[config.mk]
export PLATFORM = sky130hd
export DESIGN_NAME = nip_irq_ctrl
export DESIGN_NICKNAME = d
export VERILOG_FILES = /design/src/nip_pkg.sv /design/src/nip_irq_ctrl.sv
export SDC_FILE = /design/constraint.sdc
export NUM_CORES = 1
export LEC_CHECK = 0
export ABC_AREA = 1
export BUFFER_PORTS_ARGS = -buffer_cell sky130_fd_sc_hd__buf_2
export CORE_MARGIN = 10
export CORE_UTILIZATION = 49
export CTS_CLUSTER_SIZE = 16
export DETAILED_ROUTE_END_ITERATION = 10
export PLACE_DENSITY = 0.78
export SYNTH_ARGS = -nofsm -noshare
export SYNTH_HDL_FRONTEND = slang
export SYNTH_SLANG_ARGS = --single-unit
export TNS_END_PERCENT = 30
[constraint.sdc]
create_clock -name sys_clk -period 9.21 [get_ports sys_clk]
set_input_delay 2.763 -clock sys_clk [delete_from_list [all_inputs] [get_ports sys_clk]]
set_output_delay 2.763 -clock sys_clk [all_outputs]
set_load 0.03 [all_outputs]
[src/nip_pkg.sv]
// Shared constants and carrier types for the nested interrupt priority block.
package nip_pkg;

  // ****************************************************************
  // Register map (byte addresses on the register bus)
  // ****************************************************************
  localparam logic [7:0] NIP_OFS_PRIO0  = 8'h00;
  localparam logic [7:0] NIP_OFS_PRIO1  = 8'h04;
  localparam logic [7:0] NIP_OFS_PRIO2  = 8'h08;
  localparam logic [7:0] NIP_OFS_PRIO3  = 8'h0c;
  localparam logic [7:0] NIP_OFS_SENSE  = 8'h10;
  localparam logic [7:0] NIP_OFS_STATUS = 8'h14;

  localparam logic [7:0] NIP_PRIO_RESET  = 8'hff;
  localparam logic [7:0] NIP_PRIO3_FIXED = 8'hf0;
  localparam logic [7:0] NIP_SENSE_RESET = 8'h00;
  localparam logic [7:0] NIP_SENSE_WMASK = 8'hfc;

  // Sense register fields.
  localparam int NIP_SENSE_G23_POS = 6;
  localparam int NIP_SENSE_PB_POS  = 5;
  localparam int NIP_SENSE_G01_POS = 3;
  localparam int NIP_SENSE_PA_POS  = 2;

  // ****************************************************************
  // Priority encodings (high bit, low bit)
  // ****************************************************************
  localparam logic [1:0] NIP_LVL0 = 2'h2;
  localparam logic [1:0] NIP_LVL1 = 2'h1;
  localparam logic [1:0] NIP_LVL2 = 2'h0;
  localparam logic [1:0] NIP_LVL3 = 2'h3;
  localparam int NIP_CC_HIGH_POS = 5;
  localparam int NIP_CC_LOW_POS  = 3;

  // Sensitivity codes.
  localparam logic [1:0] NIP_SNS_FALL_LOW = 2'h0;
  localparam logic [1:0] NIP_SNS_RISE     = 2'h1;
  localparam logic [1:0] NIP_SNS_FALL     = 2'h2;
  localparam logic [1:0] NIP_SNS_BOTH     = 2'h3;

  // ****************************************************************
  // Vector map
  // ****************************************************************
  localparam int NIP_NUM_VEC = 14;
  localparam logic [13:0] NIP_USED_MASK   = 14'h07be;
  localparam logic [13:0] NIP_EXT_MASK    = 14'h003c;
  localparam logic [13:0] NIP_FULL_WAKE   = 14'h00be;
  localparam logic [13:0] NIP_ACTIVE_WAKE = 14'h0002;
  localparam int NIP_VEC_EXT0 = 2;
  localparam int NIP_NUM_PINS = 15;

  localparam logic [1:0] NIP_RESP_OKAY   = 2'h0;
  localparam logic [1:0] NIP_RESP_SLVERR = 2'h2;

  // ****************************************************************
  // Carrier types
  // ****************************************************************
  typedef struct packed {
    logic       enableStb;
    logic       disableStb;
    logic       haltStb;
    logic       waitStb;
    logic       popCcStb;
    logic       returnStb;
    logic [7:0] poppedCc;
    logic       trapStb;
    logic       serviceAck;
  } nip_core_cmd_t;

  typedef struct packed {
    logic [3:0] portBHigh;
    logic [3:0] portBLow;
    logic [2:0] portFLow;
    logic [3:0] portALow;
  } nip_ext_pins_t;

  typedef struct packed {
    logic       irqReq;
    logic [3:0] irqVec;
    logic       curPrioHigh;
    logic       curPrioLow;
    logic       branchIfMasked;
    logic       branchIfNotMasked;
    logic       wakeFullHalt;
    logic       wakeActiveHalt;
  } nip_core_stat_t;

endpackage : nip_pkg

[src/nip_irq_ctrl.sv]
// Nested interrupt priority controller with external sensitivity and register slave.
//
// Behaviour
// - Four 8-bit priority registers, reset all ones.
// - Fourth register upper nibble read-only ones.
// - Vector n uses register n/4 pair n mod 4.
// - Servicing loads vector pair into core priority.
// - Encodings 10=L0, 01=L1, 00=L2, 11=L3.
// - Writing level-0 pattern keeps that pair unchanged.
// - Reset and trap set level 3.
// - Raised priority of pending running vector re-enters.
// - Enable/halt/wait load 10; disable loads 11.
// - Instruction-set priority persists until next change.
// - Popped condition code restores priority bits.
// - Branch flags for masked and not masked.
// - Fixed vector assignment, hardware order by number.
// - Halt wake capability per source.
// - Four external groups; groups 0/1 share one sensitivity code and groups 2/3 the other.
// - Fall, rise, both, fall+low; rise+high groups 0,2.
// - Sensitivity writable only at level 3.
// - Changed sensitivity clears pending external requests.
// - Sense code per group pair; polarity inversion for groups 0 and 2 only.
// - Edge request latched, cleared on service entry.
// - Highest software level first, ties by number.
//
// Design decisions made here: the placing of the registers and the AXI4-Lite slave port.
`timescale 1ns/1ps

module nip_irq_ctrl
  import nip_pkg::*;
(
  input  wire logic                      sys_clk,
  input  wire logic                      reset_n,
  input  wire logic [7:0]                s_axi_awaddr,
  input  wire logic                      s_axi_awvalid,
  output logic                           s_axi_awready,
  input  wire logic [31:0]               s_axi_wdata,
  input  wire logic [3:0]                s_axi_wstrb,
  input  wire logic                      s_axi_wvalid,
  output logic                           s_axi_wready,
  output logic [1:0]                     s_axi_bresp,
  output logic                           s_axi_bvalid,
  input  wire logic                      s_axi_bready,
  input  wire logic [7:0]                s_axi_araddr,
  input  wire logic                      s_axi_arvalid,
  output logic                           s_axi_arready,
  output logic [31:0]                    s_axi_rdata,
  output logic [1:0]                     s_axi_rresp,
  output logic                           s_axi_rvalid,
  input  wire logic                      s_axi_rready,
  input  wire nip_core_cmd_t             coreCmd,
  input  wire logic [NIP_NUM_VEC-1:0]    periphReq,
  input  wire nip_ext_pins_t             extPins,
  output nip_core_stat_t                 coreStat
);

  // ****************************************************************
  // Helper functions
  // ****************************************************************
  // Maps a priority pair to a numeric level so that bigger means more urgent.
  function automatic logic [1:0] prioLevel(input logic [1:0] pair);
    logic [1:0] lvl;
    lvl = 2'h0;
    case (pair)
      NIP_LVL0: lvl = 2'h0;
      NIP_LVL1: lvl = 2'h1;
      NIP_LVL2: lvl = 2'h2;
      NIP_LVL3: lvl = 2'h3;
      default:  lvl = 2'h0;
    endcase
    return lvl;
  endfunction : prioLevel

  // External group of each synchronous pin, index order as in nip_ext_pins_t.
  function automatic int pinGroup(input int pin);
    int grp;
    grp = 3;
    if (pin < 4) begin
      grp = 0;
    end else if (pin < 7) begin
      grp = 1;
    end else if (pin < 11) begin
      grp = 2;
    end
    return grp;
  endfunction : pinGroup

  // Merges a written priority byte, keeping any pair written as level 0.
  function automatic logic [7:0] prioMerge(input logic [7:0] oldVal, input logic [7:0] wr);
    logic [7:0] res;
    res = oldVal;
    for (int p = 0; p < 4; p++) begin
      if (wr[2*p +: 2] != NIP_LVL0) begin
        res[2*p +: 2] = wr[2*p +: 2];
      end
    end
    return res;
  endfunction : prioMerge

  // ****************************************************************
  // State
  // ****************************************************************
  typedef struct packed {
    logic [3:0][7:0]          prio;
    logic [7:0]               sense;
    logic [NIP_NUM_PINS-1:0]  pinPrev;
    logic [3:0]               edgeLatch;
    logic [1:0]               curPrio;
    nip_core_stat_t           stat;
    logic                     awready;
    logic                     wready;
    logic                     bvalid;
    logic [1:0]               bresp;
    logic                     arready;
    logic                     rvalid;
    logic [31:0]              rdata;
    logic [1:0]               rresp;
  } nip_state_t;

  // All state sits in one register so reset and update stay in one place.
  // The bus handshake, the latches and the core status share that register,
  // which keeps every output a plain flip-flop with no logic after it.
  nip_state_t stateFf;
  nip_state_t nxtState;

  // ****************************************************************
  // External pin sensing
  // ****************************************************************
  logic [NIP_NUM_PINS-1:0] pinNow;
  logic [NIP_NUM_PINS-1:0] pinEdgeHit;
  logic [NIP_NUM_PINS-1:0] pinLevelHit;
  logic [3:0]              grpEdge;
  logic [3:0]              grpLevel;

  assign pinNow = extPins;

  genvar gi;
  generate
    for (gi = 0; gi < NIP_NUM_PINS; gi++) begin : g_pin
      localparam int GRP = pinGroup(gi);
      logic [1:0] code;
      logic       inv;
      logic       rise;
      logic       fall;
      // Groups 0/1 share one code field, groups 2/3 the other.
      assign code = (GRP < 2) ? stateFf.sense[NIP_SENSE_G01_POS +: 2]
                              : stateFf.sense[NIP_SENSE_G23_POS +: 2];
      // Polarity only exists for the lower four pins of ports A and B.
      assign inv  = (GRP == 0) ? stateFf.sense[NIP_SENSE_PA_POS]
                  : (GRP == 2) ? stateFf.sense[NIP_SENSE_PB_POS] : 1'b0;
      assign rise = ~stateFf.pinPrev[gi] & pinNow[gi];
      assign fall = stateFf.pinPrev[gi] & ~pinNow[gi];
      always_comb begin
        pinEdgeHit[gi]  = 1'b0;
        pinLevelHit[gi] = 1'b0;
        case (code)
          NIP_SNS_FALL_LOW: begin
            pinEdgeHit[gi]  = inv ? rise : fall;
            pinLevelHit[gi] = inv ? pinNow[gi] : ~pinNow[gi];
          end
          NIP_SNS_RISE: pinEdgeHit[gi] = inv ? fall : rise;
          NIP_SNS_FALL: pinEdgeHit[gi] = inv ? rise : fall;
          NIP_SNS_BOTH: pinEdgeHit[gi] = rise | fall;
          default:      pinEdgeHit[gi] = 1'b0;
        endcase
      end
    end
  endgenerate

  // Pins of a group are ORed onto its one vector.
  assign grpEdge[0]  = |pinEdgeHit[3:0];

  assign grpEdge[1]  = |pinEdgeHit[6:4];

  assign grpEdge[2]  = |pinEdgeHit[10:7];

  assign grpEdge[3]  = |pinEdgeHit[14:11];

  // Level hits are not latched, so a pin released early keeps its request only through its edge latch.
  assign grpLevel[0] = |pinLevelHit[3:0];

  assign grpLevel[1] = |pinLevelHit[6:4];

  assign grpLevel[2] = |pinLevelHit[10:7];

  assign grpLevel[3] = |pinLevelHit[14:11];

  // ****************************************************************
  // Next-state logic
  // ****************************************************************
  // The request seen by the core is one cycle behind the pending set.
  // An edge therefore takes two cycles to reach the core: one to latch
  // and one to arbitrate.
  // The core must only acknowledge while a request is shown.
  // The acknowledge uses the vector registered with that request, so
  // a newer winner in the same cycle cannot be entered by mistake.
  // Trading one cycle of latency for this keeps the arbiter off the
  // critical path into the core.
  always_comb begin
    logic [31:0]            prioFlat;
    logic [NIP_NUM_VEC-1:0] pending;
    logic [3:0]             bestVec;
    logic [1:0]             bestLvl;
    logic                   found;
    logic                   wrFire;
    logic                   rdFire;
    logic [7:0]             wrByte;
    logic [7:0]             newSense;
    logic                   senseChanged;
    logic [3:0]             latchClr;
    logic [31:0]            rdVal;
    logic                   rdOk;
    logic [1:0]             cur;

    nxtState     = stateFf;
    prioFlat     = stateFf.prio;
    bestVec      = 4'h0;
    bestLvl      = 2'h0;
    found        = 1'b0;
    wrByte       = s_axi_wdata[7:0];
    newSense     = stateFf.sense;
    senseChanged = 1'b0;
    latchClr     = 4'h0;
    rdVal        = 32'h0;
    rdOk         = 1'b1;
    cur          = stateFf.curPrio;

    // ---- Register bus: one write and one read in flight at a time.
    wrFire = stateFf.awready & s_axi_awvalid & stateFf.wready & s_axi_wvalid;
    rdFire = stateFf.arready & s_axi_arvalid;
    nxtState.awready = 1'b0;
    nxtState.wready  = 1'b0;
    nxtState.arready = 1'b0;
    if (s_axi_awvalid && s_axi_wvalid && !stateFf.awready && !stateFf.bvalid) begin
      nxtState.awready = 1'b1;
      nxtState.wready  = 1'b1;
    end
    if (s_axi_arvalid && !stateFf.arready && !stateFf.rvalid) begin
      nxtState.arready = 1'b1;
    end
    if (stateFf.bvalid && s_axi_bready) begin
      nxtState.bvalid = 1'b0;
    end
    if (stateFf.rvalid && s_axi_rready) begin
      nxtState.rvalid = 1'b0;
    end

    if (wrFire) begin
      nxtState.bvalid = 1'b1;
      nxtState.bresp  = NIP_RESP_OKAY;
      if (s_axi_wstrb[0]) begin
        case (s_axi_awaddr)
          NIP_OFS_PRIO0: nxtState.prio[0] = prioMerge(stateFf.prio[0], wrByte);
          NIP_OFS_PRIO1: nxtState.prio[1] = prioMerge(stateFf.prio[1], wrByte);
          NIP_OFS_PRIO2: nxtState.prio[2] = prioMerge(stateFf.prio[2], wrByte);
          NIP_OFS_PRIO3: begin
            nxtState.prio[3] = prioMerge(stateFf.prio[3], wrByte) | NIP_PRIO3_FIXED;
          end
          NIP_OFS_SENSE: begin
            // Writes are dropped unless the core sits at level 3.
            if (stateFf.curPrio == NIP_LVL3) begin
              newSense     = wrByte & NIP_SENSE_WMASK;
              senseChanged = (newSense != stateFf.sense);
              nxtState.sense = newSense;
            end
          end
          NIP_OFS_STATUS: ;
          default: nxtState.bresp = NIP_RESP_SLVERR;
        endcase
      end
    end

    if (rdFire) begin
      case (s_axi_araddr)
        NIP_OFS_PRIO0:  rdVal[7:0] = stateFf.prio[0];
        NIP_OFS_PRIO1:  rdVal[7:0] = stateFf.prio[1];
        NIP_OFS_PRIO2:  rdVal[7:0] = stateFf.prio[2];
        NIP_OFS_PRIO3:  rdVal[7:0] = stateFf.prio[3] | NIP_PRIO3_FIXED;
        NIP_OFS_SENSE:  rdVal[7:0] = stateFf.sense;
        NIP_OFS_STATUS: rdVal = {20'h0, stateFf.edgeLatch, stateFf.stat.irqVec,
                                 1'b0, stateFf.stat.irqReq, stateFf.curPrio};
        default:        rdOk = 1'b0;
      endcase
      nxtState.rvalid = 1'b1;
      nxtState.rdata  = rdVal;
      nxtState.rresp  = rdOk ? NIP_RESP_OKAY : NIP_RESP_SLVERR;
    end

    // ---- Core priority bits. Trap wins, then service entry, then instructions.
    if (coreCmd.trapStb) begin
      cur = NIP_LVL3;
    end else if (coreCmd.serviceAck) begin
      cur = prioFlat[2*stateFf.stat.irqVec +: 2];
      if (stateFf.stat.irqVec >= 4'(NIP_VEC_EXT0) && stateFf.stat.irqVec < 4'(NIP_VEC_EXT0 + 4)) begin
        latchClr[2'(stateFf.stat.irqVec - 4'(NIP_VEC_EXT0))] = 1'b1;
      end
    end else if (coreCmd.returnStb || coreCmd.popCcStb) begin
      cur = {coreCmd.poppedCc[NIP_CC_HIGH_POS], coreCmd.poppedCc[NIP_CC_LOW_POS]};
    end else if (coreCmd.disableStb) begin
      cur = NIP_LVL3;
    end else if (coreCmd.enableStb || coreCmd.haltStb || coreCmd.waitStb) begin
      cur = NIP_LVL0;
    end
    nxtState.curPrio = cur;

    // ---- Edge latches: a new edge in the clearing cycle survives.
    if (senseChanged) begin
      latchClr = 4'hf;
    end
    nxtState.edgeLatch = (stateFf.edgeLatch & ~latchClr) | grpEdge;
    nxtState.pinPrev   = pinNow;

    // ---- Arbitration over the fixed vector map.
    pending = (periphReq & NIP_USED_MASK & ~NIP_EXT_MASK)
            | ({8'h0, stateFf.edgeLatch | grpLevel, 2'h0} & NIP_EXT_MASK);
    for (int v = 0; v < NIP_NUM_VEC; v++) begin
      // Strict compare keeps the lower number on a tie.
      if (pending[v] && (!found || prioLevel(prioFlat[2*v +: 2]) > bestLvl)) begin
        found   = 1'b1;
        bestVec = 4'(v);
        bestLvl = prioLevel(prioFlat[2*v +: 2]);
      end
    end
    // A running vector whose pair was raised compares above its own level again.
    nxtState.stat.irqReq = found && (bestLvl > prioLevel(cur)) && !coreCmd.serviceAck;
    nxtState.stat.irqVec = bestVec;

    nxtState.stat.curPrioHigh       = cur[1];
    nxtState.stat.curPrioLow        = cur[0];
    nxtState.stat.branchIfMasked    = (cur == NIP_LVL3);
    nxtState.stat.branchIfNotMasked = (cur != NIP_LVL3);
    nxtState.stat.wakeFullHalt      = |(pending & NIP_FULL_WAKE);
    nxtState.stat.wakeActiveHalt    = |(pending & NIP_ACTIVE_WAKE);
  end

  // ****************************************************************
  // State register
  // ****************************************************************
  always_ff @(posedge sys_clk or negedge reset_n) begin
    if (!reset_n) begin
      stateFf                        <= '0;
      stateFf.prio                   <= {4{NIP_PRIO_RESET}};
      stateFf.sense                  <= NIP_SENSE_RESET;
      stateFf.pinPrev                <= '1;
      stateFf.curPrio                <= NIP_LVL3;
      stateFf.stat.curPrioHigh       <= 1'b1;
      stateFf.stat.curPrioLow        <= 1'b1;
      stateFf.stat.branchIfMasked    <= 1'b1;
    end else begin
      stateFf <= nxtState;
    end
  end

  // ****************************************************************
  // Outputs
  // ****************************************************************
  assign s_axi_awready = stateFf.awready;

  assign s_axi_wready  = stateFf.wready;

  assign s_axi_bvalid  = stateFf.bvalid;

  assign s_axi_bresp   = stateFf.bresp;

  assign s_axi_arready = stateFf.arready;

  assign s_axi_rvalid  = stateFf.rvalid;

  assign s_axi_rdata   = stateFf.rdata;

  assign s_axi_rresp   = stateFf.rresp;

  assign coreStat      = stateFf.stat;

endmodule : nip_irq_ctrl

==> results.rst <==
.. list-table::
   :header-rows: 1

   * - Metric
     - Value
   * - TritonCTS clock tree
     - done
   * - CTS Buf Count
     - 9
   * - Smallest setup slack after layout
     - -1.40 ns
   * - Worst clock skew
     - 0.00777 ns
   * - Mean area per synthesized cell
     - 7.82 µm²
   * - Power, Total
     - 1470 µW
   * - Critical Path Source Type
     - input port
   * - Horiz. Die Dim
     - about 130 µm
   * - Number of flops mapped to enable cells by yosys
     - 0
   * - Initial Util
     - 50.5%
   * - Total via count in the routed design
     - between 5000 and 6000
   * - Area growth from synthesis to final layout
     - 25.4%
   * - Final design utilization
     - 63.3%
   * - Filler Cells Inserted
     - 972
   * - Total routed wirelength
     - 17700 µm
   * - Power density cells
     - ~190 nW/µm²
   * - Max Cap Violations
     - 0
   * - Maximum fanout along the worst path
     - 5
   * - Cell Count Post-Placement
     - 1053
   * - CTS Sinks
     - 82
   * - Worst setup path startpoint
     - periphReq[1]
   * - Pin count of the biggest net entering global routing
     - 83
   * - Via count of the first global-routing pass
     - 5719
   * - Max incr delay on CP
     - 0.28 ns
   * - Antenna violations before repair
     - 0
   * - Minimum period implied by the final worst setup slack
     - 10.61 ns
   * - Max transition margin
     - 31.4%
   * - RSZ-0062 raised after global routing
     - true
   * - Status
     - complete, but fails checks
   * - Clock transition time at the flip-flop clock pins of the worst setup and hold paths
     - 0.06 ns
   * - Routability congestion estimate from global placement
     - 0.950
   * - Final count of hold timing violations
     - 0
   * - Congestion Overflow GR
     - 0
   * - Crit Path Class
     - in -> reg
   * - First-pass GRT wire length
     - between 20000 and 30000 µm
   * - Biggest area contributors in the synthesized netlist
     - sky130_fd_sc_hd__dfstp_2 20%, sky130_fd_sc_hd__ha_1 16%, sky130_fd_sc_hd__dfrtp_1 15%
   * - Count of final max-slew check failures
     - 0
   * - Startpoint of the worst-slack reg-to-reg timing path
     - stateFf[83]
   * - Via-per-instance ratio
     - 5.30
   * - Num ports
     - 156
   * - Cell at the root of the clock tree
     - sky130_fd_sc_hd__clkbuf_16
   * - Remaining number of nets flagged by the antenna check after routing
     - 0
   * - Most frequent cells after synthesis
     - 154 x sky130_fd_sc_hd__nand2_1, 129 x sky130_fd_sc_hd__inv_1, 76 x sky130_fd_sc_hd__ha_1, 68 x sky130_fd_sc_hd__o21ai_0, 54 x sky130_fd_sc_hd__nor2_1
   * - Yosys top cell by area
     - sky130_fd_sc_hd__dfstp_2
   * - Max frequency
     - 0.0942 GHz
   * - Ratio of cells with drive above 1 in the final layout
     - between 30% and 40%
   * - Number of antenna cells inserted
     - 0
   * - Final setup violation count
     - 5
   * - Data arrival time at the worst-slack endpoint
     - 10.90 ns
   * - Required time reported for the critical path endpoint
     - roughly 9.5 ns
   * - Routed wire per std cell
     - roughly 16 µm
   * - Post-route DRC violation count
     - 0
   * - Hold path startpoint
     - s_axi_arready
   * - Fraction of the yosys area taken by sequential cells
     - 34.5%
   * - DP HPWL
     - 12800 µm
   * - Global-route usage over all layers
     - a little under a fifth
   * - CP Capture Type
     - register
   * - Final Non-Filler Cells
     - 1091
   * - Detailed Route Iter0 Violations
     - ~290
   * - Post-synthesis async set-or-reset flop share
     - 100%
   * - Die Outline Area
     - 17400 µm²
   * - Final net count
     - between 1000 and 1500
   * - Violated checks
     - negative setup slack
   * - Most frequently used cell type in the post-synthesis netlist
     - sky130_fd_sc_hd__nand2_1
   * - Number of different library cells in the post-synthesis netlist
     - 45
   * - Post-Syn Area
     - 6120 µm²
   * - Static Leakage
     - 0.00383 µW
   * - Worst skew pair latency
     - 0.35 ns
   * - Rows
     - 40
   * - Largest vdd supply drop
     - 0.000104 V
   * - Detailed-routing iteration count for the pre-antenna-repair pass
     - 6
   * - Flops & latches, synth
     - 82
   * - Primary FF master, synth
     - sky130_fd_sc_hd__dfstp_2
   * - Worst slack, placed
     - -1.91 ns
   * - Buffers from clock root to sink, at most
     - 2
   * - Period utilization
     - 115%
   * - Core area
     - roughly 12000 µm²
   * - Cell at the slowest stage of the critical path
     - sky130_fd_sc_hd__or2_4
   * - Number of instances in the synthesized netlist
     - 782
   * - Area fraction of the dominant cell type after synthesis
     - 19.8%
   * - Maximum level of the CTS H-tree
     - 3
   * - Worst path most repeated cell
     - sky130_fd_sc_hd__nand2_2
   * - Min-delay worst type
     - reg -> reg
   * - DIE HEIGHT
     - 132 µm
   * - Number of input and output port buffers inserted
     - between 90 and 100
   * - Least-Margin Pin Slew
     - 1.03 ns
   * - Count of yosys warnings during synthesis
     - 0
final cells by class:
class	count	area [µm²]	area share, %
Clock buffer	10	229	2.98
Clock inverter	6	87.6	1.14
Inverter	132	509	6.64
Multi-Input combinational cell	535	3550	46.2
Sequential cell	82	2110	27.5
Tap cell	168	210	2.74
Timing Repair Buffer	158	980	12.8
report_power, final:
group	internal, µW	switching, µW
logic	290	369
registers	387	30.0
clock network	239	155
logic make-up (layout without fill, tap and decap cells):
| group | count (synthesis) | in the layout | share of synthesized area (%) |
|---|---|---|---|
| DFF | 82 | 82 | 34.5 |
| and+or+nand+nor | 299 | 299 | 22.0 |
| AOI/OAI and AO/OA | 137 | 137 | 13.1 |
| buffers and inverters | 186 | 306 | 14.6 |
| other | 1 | 22 | 0.0613 |
| adders and majority gates | 76 | 76 | 15.5 |
| xor gates and xnor gates | 1 | 1 | 0.143 |
final timing paths:
kind,end,slack [ns],depth (start not counted)
max in group asynchronous,coreStat[10],5.95,1
worst min register to register,s_axi_arready,0.44,1
worst max-delay path,coreStat[10],-1.40,73
worst min-delay path,s_axi_arready,0.44,1
worst max register to register,coreStat[10],0.19,74
min in group asynchronous,s_axi_awready,2.60,1
worst max-delay path, delay by kind of cell:
| family | cells | cell delay [ns] |
|---|---|---|
| AND/OR/NAND/NOR | 39 | 3.81 |
| adder cells (fa/ha/maj) | 9 | 2.09 |
| AO/OA/AOI/OAI | 13 | 1.48 |
| buffers and inverters | 12 | 0.74 |
through the flow:
step / hold WS (ns) / setup TNS, ns / instance area, µm²
after floorplan: 0.450 / -2.73 / 6230
after global placement: 0.428 / -6.58 / 6840
after detailed placement: 0.430 / -7.04 / 6840
after CTS: 0.438 / -4.23 / 7380
after global routing: 0.493 / -7.21 / 7670
final: 0.438 / -5.23 / 7670
flip-flops by register name (all words and copies together), names as in the netlist:
register,count
s_axi_rresp,1
g_pin.inv,2
g_pin.code,4
s_axi_rvalid,1
stateFf,49
s_axi_rdata,12
s_axi_arready,1
s_axi_bvalid,1
s_axi_bresp,1
s_axi_awready,1
coreStat,9
layout by cell type (no fill, tap or decap), drive strengths merged, types with 2 or more instances in the layout:
cell,Yosys,layout
a21oi,14,14
o22ai,28,28
or2,4,4
ha,76,76
dfstp,46,46
o31ai,6,6
inv,130,132
and2,6,6
dfrtp,36,36
o2111ai,2,2
o221ai,3,3
conb,1,22
a221oi,3,3
nand2,156,156
nor2,57,57
or3,3,3
nor4,7,7
nand4,9,9
o32ai,2,2
nor3,13,13
o41ai,3,3
buf,52,158
bufinv,0,2
nand3,42,42
o21ai,68,68
clkbuf,2,10
a211oi,2,2
clkinv,2,4
o21bai,3,3
metal layers:
layer	GRT usage (%)	part of all wire, %	wire (µm)
met1	22.9	42	7390
met2	32.2	47	8310
met3	3.73	7.4	1310
met4	7.85	4.1	720
met5	0	0	0
what timing repair did:
action	CTS	global route
setup buffers	17	5
hold buffers	0	0
pin swaps	29	47
resized for setup	18	60
setup endpoints to repair	5	5
(Power assumes the default switching activity.)
